`src/hw/rtc_cal_pkg.sv`:
```
// Constants, field layouts and carriers for the calendar alarm, event
// status and interrupt block of the real-time clock.
// Assumes the time counters and write protection sit in other blocks.
//
// Contract
// RL1 - An alarm setting write is dropped while the write lock is on.
// RL2 - Software clears a field's match, writes the value, then re-enables.
// RL3 - Month alarm in bits 20:16 joins the match while bit 23 is set.
// RL4 - Date alarm in bits 29:24 joins the match while bit 31 is set.
// RL5 - Status bit 0 reads one while the counters may be updated by software.
// RL6 - Status bit 1 sets on an enabled alarm match and stays until cleared.
// RL7 - Status bit 2 sets on each one-second tick and stays until cleared.
// RL8 - Status bit 3 latches the chosen minute, hour, midnight or noon event.
// RL9 - Status bit 4 latches the chosen week, month or year change.
// RL10 - Status bit 5 flags bad counters, now or since the last status read.
// RL11 - A one written to bit n of the clear register clears status flag n.
// RL12 - A one written to bit n of the enable register enables source n.
// RL13 - A one written to bit n of the disable register disables source n.
// RL14 - The mask view register shows one for each enabled interrupt source.
// RL15 - The interrupt output is high while any enabled status flag is set.
package rtc_cal_pkg;

  // ----------------------------------------------------------------------
  // Register byte addresses
  // ----------------------------------------------------------------------
  localparam logic [31:0] CAL_ALARM_ADDR  = 32'h400E1474;
  localparam logic [31:0] STATUS_ADDR     = 32'h400E1478;
  localparam logic [31:0] FLAG_CLEAR_ADDR = 32'h400E147C;
  localparam logic [31:0] IRQ_SET_ADDR    = 32'h400E1480;
  localparam logic [31:0] IRQ_CLEAR_ADDR  = 32'h400E1484;
  localparam logic [31:0] IRQ_MASK_ADDR   = 32'h400E1488;

  // ----------------------------------------------------------------------
  // Status flag positions
  // ----------------------------------------------------------------------
  localparam int NUM_FLAGS   = 6;
  localparam int FLAG_GRANT  = 0;
  localparam int FLAG_ALARM  = 1;
  localparam int FLAG_TICK   = 2;
  localparam int FLAG_TIME   = 3;
  localparam int FLAG_CAL    = 4;
  localparam int FLAG_ERROR  = 5;

  // ----------------------------------------------------------------------
  // Calendar alarm field positions and reset values
  // ----------------------------------------------------------------------
  localparam int MONTH_LSB   = 16;
  localparam int MONTH_W     = 5;
  localparam int MONTH_EN    = 23;
  localparam int DATE_LSB    = 24;
  localparam int DATE_W      = 6;
  localparam int DATE_EN     = 31;
  localparam logic [31:0] CAL_ALARM_WMASK =
    (32'h1 << DATE_EN) | (((32'h1 << DATE_W) - 32'h1) << DATE_LSB) |
    (32'h1 << MONTH_EN) | (((32'h1 << MONTH_W) - 32'h1) << MONTH_LSB);
  localparam logic [31:0] CAL_ALARM_RESET = 32'h00000000;
  localparam logic [NUM_FLAGS-1:0] FLAGS_RESET = 6'h00;
  localparam logic [NUM_FLAGS-1:0] MASK_RESET  = 6'h00;

  // ----------------------------------------------------------------------
  // Event choice encodings
  // ----------------------------------------------------------------------
  localparam logic [1:0] TIME_MINUTE   = 2'h0;
  localparam logic [1:0] TIME_HOUR     = 2'h1;
  localparam logic [1:0] TIME_MIDNIGHT = 2'h2;
  localparam logic [1:0] TIME_NOON     = 2'h3;
  localparam logic [1:0] CAL_WEEK      = 2'h0;
  localparam logic [1:0] CAL_MONTH     = 2'h1;
  localparam logic [1:0] CAL_YEAR      = 2'h2;

  // ----------------------------------------------------------------------
  // Carriers
  // ----------------------------------------------------------------------
  typedef struct packed {
    logic             day_of_month_match_enable;
    logic             rsv_30;
    logic [DATE_W-1:0] date;
    logic             month_match_enable;
    logic [1:0]       rsv_22_21;
    logic [MONTH_W-1:0] month;
    logic [15:0]      rsv_low;
  } cal_alarm_t;

  // One-cycle pulses from the time counters, index = time choice code
  typedef struct packed {
    logic noon;
    logic midnight;
    logic hour_change;
    logic minute_change;
  } time_events_t;

  // One-cycle pulses from the date counters, index = calendar choice code
  typedef struct packed {
    logic year_change;
    logic month_change;
    logic week_change;
  } cal_events_t;

endpackage

```
`src/hw/rtc_flag_bank.sv`:
```
// Sticky event flags with per-bit set and clear.
// Assumes set and clear are one-cycle requests on the same clock.
`timescale 1ns/1ps
module rtc_flag_bank #(
  parameter int            WIDTH = 6,
  parameter logic [WIDTH-1:0] RESET_VALUE = '0
) (
  input  wire logic             clk_in,
  input  wire logic             reset_in,
  input  wire logic [WIDTH-1:0] set_in,
  input  wire logic [WIDTH-1:0] clear_in,
  output logic      [WIDTH-1:0] flags_out
);

  logic [WIDTH-1:0] flags_reg;
  logic [WIDTH-1:0] flags_next;

  // ----------------------------------------------------------------------
  // Next state: a set in the same cycle as a clear wins
  // ----------------------------------------------------------------------
  assign flags_next = (flags_reg & ~clear_in) | set_in;
  assign flags_out  = flags_reg;

  // Flag storage
  always_ff @(posedge clk_in or posedge reset_in) begin
    if (reset_in) begin
      flags_reg <= RESET_VALUE;
    end else begin
      flags_reg <= flags_next;
    end
  end

endmodule // rtc_flag_bank

```
`src/hw/rtc_cal_alarm_irq.sv`:
```
// Calendar alarm setting, event status flags and interrupt mask of the
// real-time clock, reached by software over APB.
// Assumes the counters, time alarm and write lock arrive from other blocks
// on the same clock, as levels or one-cycle pulses.
//
// Implementation choice: register access over APB.
`timescale 1ns/1ps
module rtc_cal_alarm_irq
  import rtc_cal_pkg::*;
(
  input  wire logic                clk_in,
  input  wire logic                reset_in,
  // APB slave
  input  wire logic                psel_in,
  input  wire logic                penable_in,
  input  wire logic                pwrite_in,
  input  wire logic [31:0]         paddr_in,
  input  wire logic [31:0]         pwdata_in,
  output logic      [31:0]         prdata_out,
  output logic                     pready_out,
  output logic                     pslverr_out,
  // Counters and neighbouring blocks
  input  wire logic [MONTH_W-1:0]  month_bcd_in,
  input  wire logic [DATE_W-1:0]   date_bcd_in,
  input  wire logic                time_alarm_match_in,
  input  wire logic                write_lock_enable_in,
  input  wire logic                update_grant_in,
  input  wire logic                tick_in,
  input  wire time_events_t        time_events_in,
  input  wire cal_events_t         cal_events_in,
  input  wire logic [1:0]          time_event_choice_in,
  input  wire logic [1:0]          calendar_event_choice_in,
  input  wire logic                counters_invalid_in,
  // Interrupt
  output logic                     irq_out
);

  // ----------------------------------------------------------------------
  // Helpers
  // ----------------------------------------------------------------------
  // Picks one of four event pulses by its choice code
  function automatic logic pick_event(input logic [3:0] events,
                                      input logic [1:0] choice);
    pick_event = events[choice];
  endfunction

  // ----------------------------------------------------------------------
  // APB decode
  // ----------------------------------------------------------------------
  logic setup_phase;
  logic access_phase;
  logic wr_access;
  logic rd_access;
  logic hit_alarm;
  logic hit_status;
  logic hit_clear;
  logic hit_set;
  logic hit_unset;
  logic hit_mask;
  logic mapped;

  assign setup_phase  = psel_in & ~penable_in;
  assign access_phase = psel_in & penable_in;
  assign wr_access    = access_phase & pwrite_in;
  assign rd_access    = access_phase & ~pwrite_in;
  assign hit_alarm    = (paddr_in == CAL_ALARM_ADDR);
  assign hit_status   = (paddr_in == STATUS_ADDR);
  assign hit_clear    = (paddr_in == FLAG_CLEAR_ADDR);
  assign hit_set      = (paddr_in == IRQ_SET_ADDR);
  assign hit_unset    = (paddr_in == IRQ_CLEAR_ADDR);
  assign hit_mask     = (paddr_in == IRQ_MASK_ADDR);
  assign mapped       = hit_alarm | hit_status | hit_clear |
                        hit_set | hit_unset | hit_mask;

  // Zero wait states; unmapped addresses answer with an error
  assign pready_out   = 1'b1;
  assign pslverr_out  = access_phase & ~mapped;

  // ----------------------------------------------------------------------
  // Calendar alarm setting
  // ----------------------------------------------------------------------
  logic [31:0] alarm_reg;
  logic [31:0] alarm_next;
  logic        alarm_write;
  cal_alarm_t  alarm_fields;

  assign alarm_write  = wr_access & hit_alarm & ~write_lock_enable_in; // RL1
  assign alarm_next   = alarm_write ? (pwdata_in & CAL_ALARM_WMASK)
                                    : alarm_reg;
  assign alarm_fields = cal_alarm_t'(alarm_reg);

  // Alarm register storage
  always_ff @(posedge clk_in or posedge reset_in) begin
    if (reset_in) begin
      alarm_reg <= CAL_ALARM_RESET;
    end else begin
      alarm_reg <= alarm_next;
    end
  end

  // ----------------------------------------------------------------------
  // Alarm match: disabled fields count as matching
  // ----------------------------------------------------------------------
  logic month_ok;
  logic date_ok;
  logic alarm_match;
  logic alarm_match_reg;
  logic alarm_rise;

  assign month_ok    = ~alarm_fields.month_match_enable |
                       (alarm_fields.month == month_bcd_in); // RL3
  assign date_ok     = ~alarm_fields.day_of_month_match_enable |
                       (alarm_fields.date == date_bcd_in); // RL4
  assign alarm_match = time_alarm_match_in & month_ok & date_ok;
  assign alarm_rise  = alarm_match & ~alarm_match_reg; // RL6

  // Previous match level, so a lasting match sets the flag once
  // The time alarm match is a level that lasts; without the edge the flag
  // would come straight back after software clears it
  always_ff @(posedge clk_in or posedge reset_in) begin
    if (reset_in) begin
      alarm_match_reg <= 1'b0;
    end else begin
      alarm_match_reg <= alarm_match;
    end
  end

  // ----------------------------------------------------------------------
  // Event status flags
  // ----------------------------------------------------------------------
  logic [NUM_FLAGS-1:0] flag_set;
  logic [NUM_FLAGS-1:0] flag_clear;
  logic [NUM_FLAGS-1:0] sw_clear;
  logic [NUM_FLAGS-1:0] read_clear;
  logic [NUM_FLAGS-1:0] event_status_flags;
  logic                 time_event;
  logic                 cal_event;

  assign time_event = pick_event(time_events_in, time_event_choice_in); // RL8
  assign cal_event  = pick_event({1'b0, cal_events_in},
                                 calendar_event_choice_in); // RL9

  // Set sources in flag order
  assign flag_set[FLAG_GRANT] = update_grant_in; // RL5
  assign flag_set[FLAG_ALARM] = alarm_rise; // RL6
  assign flag_set[FLAG_TICK]  = tick_in; // RL7
  assign flag_set[FLAG_TIME]  = time_event; // RL8
  assign flag_set[FLAG_CAL]   = cal_event; // RL9
  assign flag_set[FLAG_ERROR] = counters_invalid_in; // RL10

  // Write-one clear, and a status read that retires a past error
  // While the counters are still bad the set wins over the read clear,
  // so the error flag keeps reporting a fault that has not gone away
  assign sw_clear   = (wr_access & hit_clear) ?
                      pwdata_in[NUM_FLAGS-1:0] : '0; // RL11
  assign read_clear = (rd_access & hit_status) ?
                      (NUM_FLAGS'(1) << FLAG_ERROR) : '0; // RL10
  assign flag_clear = sw_clear | read_clear;

  rtc_flag_bank #(
    .WIDTH       (NUM_FLAGS),
    .RESET_VALUE (FLAGS_RESET)
  ) flags_u (
    .clk_in    (clk_in),
    .reset_in  (reset_in),
    .set_in    (flag_set),
    .clear_in  (flag_clear),
    .flags_out (event_status_flags)
  );

  // ----------------------------------------------------------------------
  // Interrupt mask
  // ----------------------------------------------------------------------
  logic [NUM_FLAGS-1:0] mask_reg;
  logic [NUM_FLAGS-1:0] mask_next;
  logic [NUM_FLAGS-1:0] mask_on;
  logic [NUM_FLAGS-1:0] mask_off;

  assign mask_on   = (wr_access & hit_set) ?
                     pwdata_in[NUM_FLAGS-1:0] : '0; // RL12
  assign mask_off  = (wr_access & hit_unset) ?
                     pwdata_in[NUM_FLAGS-1:0] : '0; // RL13
  assign mask_next = (mask_reg & ~mask_off) | mask_on;

  // Mask storage
  always_ff @(posedge clk_in or posedge reset_in) begin
    if (reset_in) begin
      mask_reg <= MASK_RESET;
    end else begin
      mask_reg <= mask_next;
    end
  end

  // Level interrupt from enabled flags
  assign irq_out = |(event_status_flags & mask_reg); // RL15

  // ----------------------------------------------------------------------
  // Read data, captured in the setup cycle
  // ----------------------------------------------------------------------
  logic [31:0] rd_mux;
  logic [31:0] prdata_reg;

  assign rd_mux =
    hit_alarm  ? alarm_reg :
    hit_status ? {{(32-NUM_FLAGS){1'b0}}, event_status_flags} :
    hit_mask   ? {{(32-NUM_FLAGS){1'b0}}, mask_reg} : // RL14
    32'h00000000;

  // The mux is sampled in the setup cycle, so read data stand in a
  // register for the whole access cycle and no wait state is needed
  // Read data register
  always_ff @(posedge clk_in or posedge reset_in) begin
    if (reset_in) begin
      prdata_reg <= 32'h00000000;
    end else if (setup_phase & ~pwrite_in) begin
      prdata_reg <= rd_mux;
    end
  end

  assign prdata_out = prdata_reg;
endmodule // rtc_cal_alarm_irq

```
`config.mk`:
```
export PLATFORM = sky130hd
export DESIGN_NAME = rtc_cal_alarm_irq
export DESIGN_NICKNAME = d
export VERILOG_FILES = /design/src/hw/rtc_cal_pkg.sv /design/src/hw/rtc_flag_bank.sv /design/src/hw/rtc_cal_alarm_irq.sv
export SDC_FILE = /design/constraint.sdc
export NUM_CORES = 1
export LEC_CHECK = 0
export ABC_AREA = 0
export BUFFER_PORTS_ARGS = -buffer_cell sky130_fd_sc_hd__buf_2
export CORE_MARGIN = 3
export CORE_UTILIZATION = 48
export DETAILED_ROUTE_END_ITERATION = 6
export PLACE_DENSITY_LB_ADDON = 0.08
export SETUP_SLACK_MARGIN = 0.4
export SYNTH_ARGS = -nofsm -noshare
export SYNTH_HDL_FRONTEND = slang
export SYNTH_SLANG_ARGS = --single-unit
export TNS_END_PERCENT = 20
```
`constraint.sdc`:
```
create_clock -name clk_in -period 1.78 [get_ports clk_in]
set_input_delay 0 -clock clk_in [delete_from_list [all_inputs] [get_ports clk_in]]
set_output_delay 0 -clock clk_in [all_outputs]
set_load 0.02 [all_outputs]
```
Yosys cells after proc, flatten, opt, wreduce, memory -nomap -nowiden
Cells that the tools add are included.

storage, ports and cells
  flip-flop bits (word level) = 58
  logic and storage cells = 64

cells by class
  order comparisons = 2
  equal/unequal tests = 8
  mux-type cells = 11
  bitwise gates (word level) = 37
  reductions and logical operators = 1

operator list
  cell                                                                  count
  32-bit by 31-bit == test with 1-bit output, second input constant     6
  6-bit 2-to-1 mux                                                      6
  32-bit 2-to-1 mux                                                     1
  6-bit bitwise AND                                                     3
  6-bit OR                                                              3
  1-bit bitwise AND                                                     15
  6-bit NOT                                                             2
  1-bit NOT                                                             7
  1-bit OR                                                              7
  6-bit == test                                                         1
  2-bit by 3-bit < comparator with 1-bit output, second input constant  2
  6-bit OR reduction                                                    1
  5-bit == test                                                         1
  1-bit binary-select mux with 2-bit select                             2
  1-bit 2-to-1 mux                                                      2

Longest topological paths before layout
Gate-level depths: netlist (run 1).

  word-level depth = 8
  gate-level depth with buffers = 6

Hierarchy
A second synthesis (run 1) with hierarchy kept.

unflattened totals
  cell total of the unflattened synthesis = 252
  area, all modules = 2635.0 um2

by module, submodules not included
  module             instances  cells an instance  area an instance (um2)  seq. area each (um2)
  rtc_cal_alarm_irq  1          233                2413.6                  975.9
  rtc_flag_bank      1          19                 221.5                   150.1

Least setup slack after synthesis (run 1)
No wires, ideal clock.

  path type = input-to-reg
  from = in paddr_in[8]
  to = reg alarm_reg[16] (netlist: alarm_fields[16])
  setup time = 125 ps
  arrival = 1325 ps
  setup slack = 330 ps
  stages = 6
  buffers on the path = 1
  cells stage by stage = nor4bb_1 -> nand4_1 -> nor3_4 -> nand2_4 -> buf_6 -> mux2_4

between the ends
  longest elaborated chain between the ends = 3

ends and longest elaborated chain
  item                                        line                     source
  start, declared                             rtc_cal_alarm_irq.sv:17  input wire logic [31:0] paddr_in,
  32-bit by 31-bit == test with 1-bit output  rtc_cal_alarm_irq.sv:66  assign hit_alarm = (paddr_in == CAL_ALARM_ADDR);
  1-bit bitwise AND (2 in series)             rtc_cal_alarm_irq.sv:87  assign alarm_write = wr_access & hit_alarm & ~write_lock_enable_in;
  end signal, assigned                        rtc_cal_alarm_irq.sv:97  alarm_reg <= alarm_next;
  end, declared                               rtc_cal_alarm_irq.sv:82  logic [31:0] alarm_reg;

Every way passes these cells.
A chain may end at the register's enable or synchronous reset.

Final worst setup path (run 1)
  from = reg alarm_reg[27] (netlist: alarm_fields[27])
  to = reg flags_u.flags_reg[1] (netlist: flags_u.flags_out[1])

between the ends
  longest elaborated chain between the ends = 5

ends and longest elaborated chain
  item                       line                      source
  6-bit == test              rtc_cal_alarm_irq.sv:113  (alarm_fields.date == date_bcd_in);
  1-bit OR                   rtc_cal_alarm_irq.sv:112  assign date_ok = ~alarm_fields.day_of_month_match_enable |
  1-bit bitwise AND          rtc_cal_alarm_irq.sv:114  assign alarm_match = time_alarm_match_in & month_ok & date_ok;
  net alarm_match            rtc_cal_alarm_irq.sv:106  logic alarm_match;
  1-bit bitwise AND          rtc_cal_alarm_irq.sv:115  assign alarm_rise = alarm_match & ~alarm_match_reg;
  6-bit OR                   rtc_flag_bank.sv:21       assign flags_next = (flags_reg & ~clear_in) | set_in;
  net flags_u.flags_next[1]  rtc_flag_bank.sv:16       logic [WIDTH-1:0] flags_next;
  end signal, assigned       rtc_flag_bank.sv:29       flags_reg <= flags_next;
  end, declared              rtc_flag_bank.sv:15       logic [WIDTH-1:0] flags_reg;

The timed path passes the listed nets, and every way through them passes these cells.

==> results of run 1 <==
[tightest hold or removal path: cells and delay by family]
kind | cells | cell delay [ns]
buffers and inverters | 1 | 0.12
AND/OR/NAND/NOR | 1 | 0.08
multiplexers | 1 | 0.07
[placed cells by master (no fill, tap or decap), types with 8 or more instances in the layout]
cell type        n
conb_1          14
nand2_1          9
mux2_4          10
a22o_1          14
a22oi_1          9
nand3_1         11
dlygate4sd3_1   21
buf_2          103
o21ai_0          8
buf_4           11
dfrtp_1         45
[layout make-up]
cell class	instances	area, sq um
inverter	8	30.0
sequential	45	1130
tap	52	65.1
clock inverter	3	21.3
clock buffer	5	68.8
timing repair buffer	136	828
multi-input combinational	140	1120
fill	334	1240
[logic make-up (layout without fill, tap and decap cells)]
logic type / count (synthesis) / count (layout) / synth area share [%]
compound gates: 42 / 42 / 13.4
simple gates: 52 / 52 / 14.1
mux: 21 / 21 / 11.9
other cells: 2 / 14 / 0.323
flops: 45 / 45 / 48.5
xor+xnor: 11 / 11 / 4.15
buf+inv: 29 / 152 / 7.60
[metal layers]
layer	up-vias	GRT usage (%)
li1	981	-
met1	957	29.5
met2	65	32.7
met3	5	4.22
met4	0	5.05
met5	-	0
[timing repair]
action	CTS	global route
buffers inserted	4	1
hold buffers	21	0
setup endpoints to repair	1	2
hold endpoints to repair	40	0
pin swaps	8	4
gates resized for setup	0	2
cloned	0	0
[through the flow]
| stage | total power, mW | area, sq um |
|---|---|---|
| final | 1.93 | 3260 |
| after global placement | 1.27 | 2920 |
| after CTS | 1.95 | 3250 |
| after floorplan | 1.17 | 2420 |
| after detailed placement | 1.27 | 2920 |
| after global routing | 2.01 | 3260 |
[worst paths after layout]
| check | from | endpoint | slack (ns) | cells after the start |
|---|---|---|---|---|
| worst max-delay path | alarm_fields[27] | flags_u.flags_out[1] | 0.40 | 5 |
| worst min-delay path | pwdata_in[1] | mask_reg[1] | 0.007 | 3 |
| worst max register to register | alarm_fields[27] | flags_u.flags_out[1] | 0.40 | 5 |
| worst min register to register | prdata_out[3] | prdata_out[3] | 0.49 | 2 |
| max in group asynchronous | reset_in | prdata_out[3] | 0.97 | 4 |
| min in group asynchronous | reset_in | prdata_out[25] | 0.27 | 3 |
[power groups by stage]
stage	Sequential [mW]	Combinational (mW)	Clock, mW
finish	1.02	0.266	0.646
CTS	1.02	0.265	0.660
global route	1.02	0.291	0.700
floorplan	1.04	0.122	0
global placement	1.04	0.226	0
detailed placement	1.04	0.229	0
==> results.sh, run 1 <==
export IMPL_max_vdd_ir_drop_mv=0.439
export IMPL_wire_per_inst_microns=14.7
export IMPL_die_area_sq_um=5710
export IMPL_first_pass_iters=4
export IMPL_top_layer="met4"
export IMPL_cts_root_buf="clkbuf_8"
export IMPL_synthFlopType="dfrtp_1"
export IMPL_h_tree_depth=2
export IMPL_seqPwrFrac_pct=52.9
export IMPL_status="completed"
export IMPL_diodes=0
export IMPL_drt_iter0_markers=127
export IMPL_met3WireLength_microns=275
export IMPL_rsz0062_at_grt="true"
export IMPL_critPathSlowestCell="dfrtp_1"
export IMPL_layout_setup_ws_ns=0.404
export IMPL_drv_cap=0
export IMPL_yosysWarnings=0
export IMPL_crit_type="register to register"
export IMPL_placed_cells=355
export IMPL_gp_congestion=0.807
export IMPL_max_freq_mhz=727
export IMPL_cp_end_kind="register"
export IMPL_cts_tree="built"
export IMPL_largest_reg_flops=19
export IMPL_syn2layout_area_growth_pct=40.6
export IMPL_nets=432
export IMPL_grt_max_degree=26
export IMPL_yosys_cell_count_top_type="dfrtp_1"
export IMPL_worstPathCellList="xnor2_1 > nand4_1 > o31ai_2 > and3_1 > a22o_1"
export IMPL_io_buffers=103
export IMPL_clkPwrFrac_pct=33.4
export IMPL_ys_seq_area_share_pct=48.5
export IMPL_drtAntennaViolNets=0
export IMPL_ys_top_cells_by_area="dfrtp_1 48%, mux2_4 6.5%, a22o_1 5.3%"
export IMPL_layout_cells_non_filler=389
export IMPL_cp_max_fo=2
export IMPL_initial_core_util_pct=51.6
export IMPL_tns_ns=0
export IMPL_final_core_util_pct=72.5
export IMPL_antenna_found_initial=0
export IMPL_cp_required_ns=2.02
export IMPL_finalSetupViolCount=0
export IMPL_core_sq_um=4500
export IMPL_grtUsageTotal_pct=20.7
export IMPL_hold_path_class="primary input to register"
export IMPL_synth_edff_count=0
export IMPL_cp_buffers_inverters=0
export IMPL_hold_violations=0
export IMPL_worst_slew_pin_slew_ns=0.766
export IMPL_power_density_nw_per_um2=593
export IMPL_dr_wl_met2_mm=2.73
export IMPL_power_share_switching_pct=25.8
export IMPL_crit_arrival_ns=1.62
export IMPL_period_share_pct=77.3
export IMPL_synth_common_cells="45 x dfrtp_1, 14 x a22o_1, 14 x buf_4"
export IMPL_grt_pass1_wl_mm=9.03
export IMPL_power_switching_uw=500
export IMPL_avgSynthCellArea_sq_um=11.5
export IMPL_num_io_pins=131
export IMPL_hpwlAfterDp_mm=4.25
export IMPL_period_minus_slack_ns=1.38
export IMPL_skew_ns=0.00921
export IMPL_cts_clk_slew_worst_paths_ns=0.10
export IMPL_synth_seq_cells=45
export IMPL_first_global_vias=1951
export IMPL_yosysTopAreaCellShare_pct=48.5
export IMPL_relSlewSlack_pct=48.6
export IMPL_netlist_area_sq_um=2320
export IMPL_viasPerCell=5.16
export IMPL_die_h_microns=75.6
export IMPL_async_flop_share_pct=100
export IMPL_p_int_mw=1.43
export IMPL_drc=0
export IMPL_slew_viol_final=0
export IMPL_synthCells=202
export IMPL_rows=24
export IMPL_wl_mm=5.73
export IMPL_num_vias=2008
export IMPL_grt_ovfl_total=0
export IMPL_cts_inserted_buffers=5
export IMPL_drt_met1_wl_mm=2.68
export IMPL_post_place_ws_ns=0.235
export IMPL_slowest_delay_ns=0.40
export IMPL_critPathTopFamily="flip-flops"
export IMPL_hold_slack_ns=0.00705
export IMPL_clock_path_buffers=2
export IMPL_synth_cell_types=40
export IMPL_die_w_microns=75.6
export IMPL_leakagePower_nw=1.72
export IMPL_pwr_share_comb_pct=13.7
export IMPL_synth_top_cell_by_area="dfrtp_1"
export IMPL_crit_path_start_kind="register"
export IMPL_cts_sinks=45
export IMPL_drive_above_1_share_pct=43.9
export IMPL_clk_latency_ns=0.30
Note: power is estimated with default switching activity, not from simulation.
==> inputs of run 2 (changes only) <==
--- a/config.mk
+++ b/config.mk
@@ -8,7 +8,7 @@
 export ABC_AREA = 0
 export BUFFER_PORTS_ARGS = -buffer_cell sky130_fd_sc_hd__buf_2
 export CORE_MARGIN = 3
-export CORE_UTILIZATION = 48
+export CORE_UTILIZATION = 44
 export DETAILED_ROUTE_END_ITERATION = 6
 export PLACE_DENSITY_LB_ADDON = 0.08
 export SETUP_SLACK_MARGIN = 0.4
==> constraint.sdc (replaced) <==
create_clock -name clk_in -period 1.4 [get_ports clk_in]
set_input_delay 0 -clock clk_in [delete_from_list [all_inputs] [get_ports clk_in]]
set_output_delay 0 -clock clk_in [all_outputs]
set_load 0.02 [all_outputs]
==> results.sh, run 2 (synthesized netlist as in run 1, its figures left out) <==
export IMPL_cts_root_buf="clkbuf_8"
export IMPL_cp_required_ns=1.64
export IMPL_r2r_slack_ns=0.08
export IMPL_power_share_switching_pct=24.9
export IMPL_layout_cells_non_filler=417
export IMPL_drt_iter0_markers=72
export IMPL_hold_slack_ns=-0.0123
export IMPL_grt_pass1_wl_mm=10.0
export IMPL_syn2layout_area_growth_pct=55.0
export IMPL_period_minus_slack_ns=1.32
export IMPL_clk_latency_ns=0.30
export IMPL_violations="negative hold slack"
export IMPL_min_from="time_alarm_match_in"
export IMPL_antenna_found_initial=0
export IMPL_drv_cap=0
export IMPL_die_area_sq_um=6190
export IMPL_io_buffers=103
export IMPL_p_int_mw=1.89
export IMPL_rows=25
export IMPL_period_share_pct=94.6
export IMPL_crit_start="alarm_fields[25]"
export IMPL_tns_ns=0
export IMPL_initial_core_util_pct=47.3
export IMPL_first_global_vias=2180
export IMPL_fin_area_sq_um=3600
export IMPL_drtAntennaViolNets=0
export IMPL_leakagePower_nw=1.87
export IMPL_die_h_microns=78.7
export IMPL_nFillCells=356
export IMPL_die_w_microns=78.7
export IMPL_cts_clk_slew_worst_paths_ns=0.09
export IMPL_reg2reg_to="flags_u.flags_out[1]"
export IMPL_grt_ovfl_total=0
export IMPL_seqPwrFrac_pct=51.7
export IMPL_r2r_start="alarm_fields[25]"
export IMPL_drive_above_1_share_pct=52.3
export IMPL_slew_viol_final=0
export IMPL_hold_path_class="primary input to register"
export IMPL_finalSetupViolCount=0
export IMPL_gp_congestion=0.764
export IMPL_placed_area_sq_um=2980
export IMPL_cp_max_fo=2
export IMPL_max_vdd_ir_drop_mv=0.425
export IMPL_nets=445
export IMPL_max_freq_mhz=755
export IMPL_crit_arrival_ns=1.56
export IMPL_grtUsageTotal_pct=20.6
export IMPL_crit_type="register to register"
export IMPL_grt_max_degree=46
export IMPL_hpwlAfterDp_mm=4.44
export IMPL_cp_end_kind="register"
export IMPL_cts_inserted_buffers=5
export IMPL_drc=0
export IMPL_status="finished, violations left"
export IMPL_power_density_nw_per_um2=699
export IMPL_pwr_share_comb_pct=14.6
export IMPL_clkPwrFrac_pct=33.7
export IMPL_crit_path_start_kind="register"
export IMPL_first_pass_iters=4
export IMPL_num_vias=2120
export IMPL_h_tree_depth=2
export IMPL_wl_mm=6.38
export IMPL_viasPerCell=5.08
export IMPL_power_switching_uw=627
export IMPL_diodes=0
export IMPL_layout_commonest_cell="buf_2"
export IMPL_cts_sinks=45
export IMPL_num_io_pins=131
export IMPL_crit_path_end="flags_u.flags_out[1]"
export IMPL_r2r_cells=5
export IMPL_placed_cells=374
export IMPL_clock_path_buffers=2
export IMPL_cts_tree="built"
export IMPL_mostFrequentLayoutCells="95 x buf_2, 45 x dfrtp_1, 22 x dlygate4sd3_1, 17 x buf_4"
export IMPL_core_sq_um=4910
export IMPL_largest_reg_flops=19
export IMPL_rsz0062_at_grt="true"
export IMPL_wire_per_inst_microns=15.3
export IMPL_skew_ns=0.00474
export IMPL_hold_violations=1
## run 2: cell count changes in the layout (fill, tap and decap cells not counted), moves of 3 or more
cell	previous run	this run
mux2_4	10	13
nand3_2	1	9
o21ai_0	8	2
o21ai_2	0	4
a22oi_1	9	5
buf_2	103	95
buf_6	0	12
nand3_1	11	3
mux2_2	3	0
buf_4	11	17
a22oi_2	0	4
## run 2: per-layer routing
layer	vias to the layer above	routed length (microns)	global-route usage, %
li1	1009	-	-
met1	994	2690	27.5
met2	108	3090	33.0
met3	9	511	5.05
met4	0	84	6.47
met5	-	0	0
## run 2: worst min path at each step
stage / to / slack, ns / depth (start not counted)
4_1_cts: alarm_match_reg / 0.001 / 2
5_1_grt: alarm_match_reg / -0.002 / 2
2_1_floorplan: flags_u.flags_out[0] / 0.09 / 1
6_report: alarm_match_reg / -0.01 / 2
3_3_place_gp: prdata_out[24] / 0.06 / 3
3_5_place_dp: prdata_out[3] / 0.05 / 3
## run 2: area by class of cell
class,count,area (sq um),share of cell area (%)
timing repair buffer,148,998,27.7
tap,67,83.8,2.33
sequential,45,1130,31.3
multi-input combinational,141,1260,35.1
clock inverter,2,13.8,0.382
inverter,8,30.0,0.834
clock buffer,6,82.6,2.29
## run 2: through the flow
step,utilization [%],total power [mW],worst slack (ns),hold WS (ns)
finish,73.3,2.52,0.0754,-0.0123
global placement,60.6,1.62,-0.112,0.0558
detailed placement,60.6,1.62,-0.130,0.0549
floorplan,-,1.48,0.00821,0.0923
global route,73.3,2.64,-0.0189,-0.00181
CTS,67.6,2.50,0.0658,0.00127
## run 2: worst max-delay path: stages, from the launching register on
cell     delay [ns]
dfrtp_1        0.41
xnor2_1        0.15
nand4_1        0.17
o31ai_2        0.19
and3_1         0.21
a22o_1         0.14
## run 2: timing repair
item,4_1_cts,5_1_grt
gates resized for setup,0,51
setup buffers,5,7
setup endpoints to repair,45,47
hold buffers,21,1
hold endpoints to repair,65,1
gates cloned,0,1
pin swaps,3,45
## run 2: power groups by stage
stage	registers, mW	clock network [mW]	logic, mW
2_1_floorplan	1.33	0	0.156
3_3_place_gp	1.33	0	0.294
3_5_place_dp	1.33	0	0.298
4_1_cts	1.30	0.860	0.343
5_1_grt	1.30	0.935	0.403
6_report	1.30	0.848	0.368
==> inputs of run 3 (changes only) <==
--- a/config.mk
+++ b/config.mk
@@ -6,10 +6,10 @@
 export NUM_CORES = 1
 export LEC_CHECK = 0
 export ABC_AREA = 0
-export BUFFER_PORTS_ARGS = -buffer_cell sky130_fd_sc_hd__buf_2
 export CORE_MARGIN = 3
-export CORE_UTILIZATION = 44
+export CORE_UTILIZATION = 59
 export DETAILED_ROUTE_END_ITERATION = 6
+export DONT_BUFFER_PORTS = 1
 export PLACE_DENSITY_LB_ADDON = 0.08
 export SETUP_SLACK_MARGIN = 0.4
 export SYNTH_ARGS = -nofsm -noshare
==> results.sh, run 3 (synthesized netlist as in run 1, its figures left out) <==
export IMPL_first_pass_iters=4
export IMPL_wl_mm=6.19
export IMPL_layout_commonest_cell="dfrtp_1"
export IMPL_final_core_util_pct=82.5
export IMPL_r2r_slack_ns=0.002
export IMPL_clock_path_buffers=2
export IMPL_rows=22
export IMPL_final_seq_area_sq_um=1130
export IMPL_worst_slew_pin_slew_ns=0.752
export IMPL_grtUsageTotal_pct=26.5
export IMPL_cts_tree="built"
export IMPL_gp_congestion=0.831
export IMPL_hold_path_class="primary input to register"
export IMPL_cts_root_buf="clkbuf_8"
export IMPL_drive_above_1_share_pct=25.2
export IMPL_critPathTopFamily="flip-flops"
export IMPL_leakagePower_nw=1.41
export IMPL_status="finished, violations left"
export IMPL_finalSetupViolCount=0
export IMPL_io_buffers=0
export IMPL_viasPerCell=6.05
export IMPL_drt_iter0_markers=96
export IMPL_drc=0
export IMPL_die_h_microns=68.7
export IMPL_slew_viol_final=0
export IMPL_crit_path_start_kind="register"
export IMPL_antenna_found_initial=0
export IMPL_drtAntennaViolNets=0
export IMPL_cp_buffers_inverters=0
export IMPL_max_freq_mhz=715
export IMPL_die_w_microns=68.7
export IMPL_relSlewSlack_pct=49.6
export IMPL_skew_ns=0.00266
export IMPL_rsz0062_at_grt="true"
export IMPL_fin_area_sq_um=3060
export IMPL_r2r_cells=5
export IMPL_cp_max_fo=3
export IMPL_violations="negative hold slack"
export IMPL_crit_arrival_ns=1.64
export IMPL_slowest_delay_ns=0.44
export IMPL_die_area_sq_um=4720
export IMPL_hpwlAfterDp_mm=4.16
export IMPL_grt_max_degree=27
export IMPL_grt_pass1_wl_mm=9.03
export IMPL_first_global_vias=1879
export IMPL_r2r_start="alarm_fields[20]"
export IMPL_wire_per_inst_microns=20.5
export IMPL_drv_cap=0
export IMPL_mostFrequentLayoutCells="45 x dfrtp_1, 29 x dlygate4sd3_1, 16 x buf_4, 14 x a22o_1, 14 x conb_1"
export IMPL_period_share_pct=99.9
export IMPL_hold_depth=3
export IMPL_cts_inserted_buffers=5
export IMPL_cts_clk_slew_worst_paths_ns=0.08
export IMPL_crit_type="register to register"
export IMPL_placed_area_sq_um=2440
export IMPL_diodes=0
export IMPL_power_mw=2.54
export IMPL_core_sq_um=3720
export IMPL_cp_end_kind="register"
export IMPL_worstPathCellList="xnor2_1 > nand3_1 > o31ai_1 > and3_1 > a22o_1"
export IMPL_power_density_nw_per_um2=831
export IMPL_nFillCells=226
export IMPL_h_tree_depth=2
export IMPL_largest_reg_flops=19
export IMPL_grt_ovfl_total=0
export IMPL_multi_input_area_sq_um=1220
export IMPL_initial_core_util_pct=62.5
export IMPL_num_vias=1828
export IMPL_nets=349
export IMPL_max_vdd_ir_drop_mv=0.518
export IMPL_cts_sinks=45
export IMPL_hold_slack_ns=-0.0187
export IMPL_crit_path_end="flags_u.flags_out[1]"
export IMPL_reg2reg_to="flags_u.flags_out[1]"
export IMPL_crit_start="alarm_fields[20]"
export IMPL_cp_depth=5
export IMPL_hold_violations=3
export IMPL_num_io_pins=131
export IMPL_cp_required_ns=1.64
export IMPL_syn2layout_area_growth_pct=32.0
export IMPL_period_minus_slack_ns=1.40
export IMPL_clk_latency_ns=0.30
export IMPL_critPathSlowestCell="dfrtp_1"
-- run 3: what timing repair did --
item / 4_1_cts / 5_1_grt
endpoints found under the setup margin: 34 / 46
setup buffers: 9 / 2
resized for setup: 7 / 18
hold buffers: 30 / 0
gates cloned: 1 / 0
hold endpoints to repair: 45 / 0
pin swaps: 9 / 24
-- run 3: cell type report --
class	instances	share of cell area (%)
Clock inverter	1	0.980
Sequential cell	45	36.7
Inverter	8	0.980
Multi-Input combinational cell	141	39.9
Tap cell	48	1.96
Clock buffer	7	2.82
Timing Repair Buffer	52	16.6
-- run 3: how the worst min path moves through the flow --
stage,from,to,slack (ns)
floorplan,update_grant_in,flags_u.flags_out[0],0.09
global placement,reset_in,prdata_out[1],-0.06
detailed placement,reset_in,prdata_out[0],-0.05
CTS,time_event_choice_in[0],flags_u.flags_out[3],0.007
global route,paddr_in[2],prdata_out[2],0.002
finish,paddr_in[2],prdata_out[2],-0.02
-- run 3: tightest hold or removal path: cells and delay by family --
family / cells / cell delay (ns)
and+or+nand+nor: 2 / 0.16
AOI/OAI and AO/OA: 1 / 0.08
-- run 3: power breakdown --
group / internal [mW] / total, mW / switching [mW] / leakage [nW]
sequential: 1.30 / 1.30 / 0.000318 / 0.564
clock: 0.582 / 1.01 / 0.429 / 0.0585
combinational: 0.114 / 0.234 / 0.120 / 0.789
-- run 3: through the flow --
step	TNS, ns	worst slack [ns]	std cells
after floorplan	0	0.00821	214
after global placement	0	0.00985	252
after detailed placement	-0.597	-0.0555	252
after CTS	0	0.110	300
after global routing	-0.116	-0.116	302
final	0	0.00209	302
-- run 3: routing by layer --
layer	part of all wire [%]	GRT usage [%]	routed length, microns	vias up
met5	0	0	0	-
met4	2.3	9.00	142	0
met3	8.7	6.48	539	15
met2	50	43.4	3090	116
met1	39	34.3	2420	884
li1	-	-	-	813
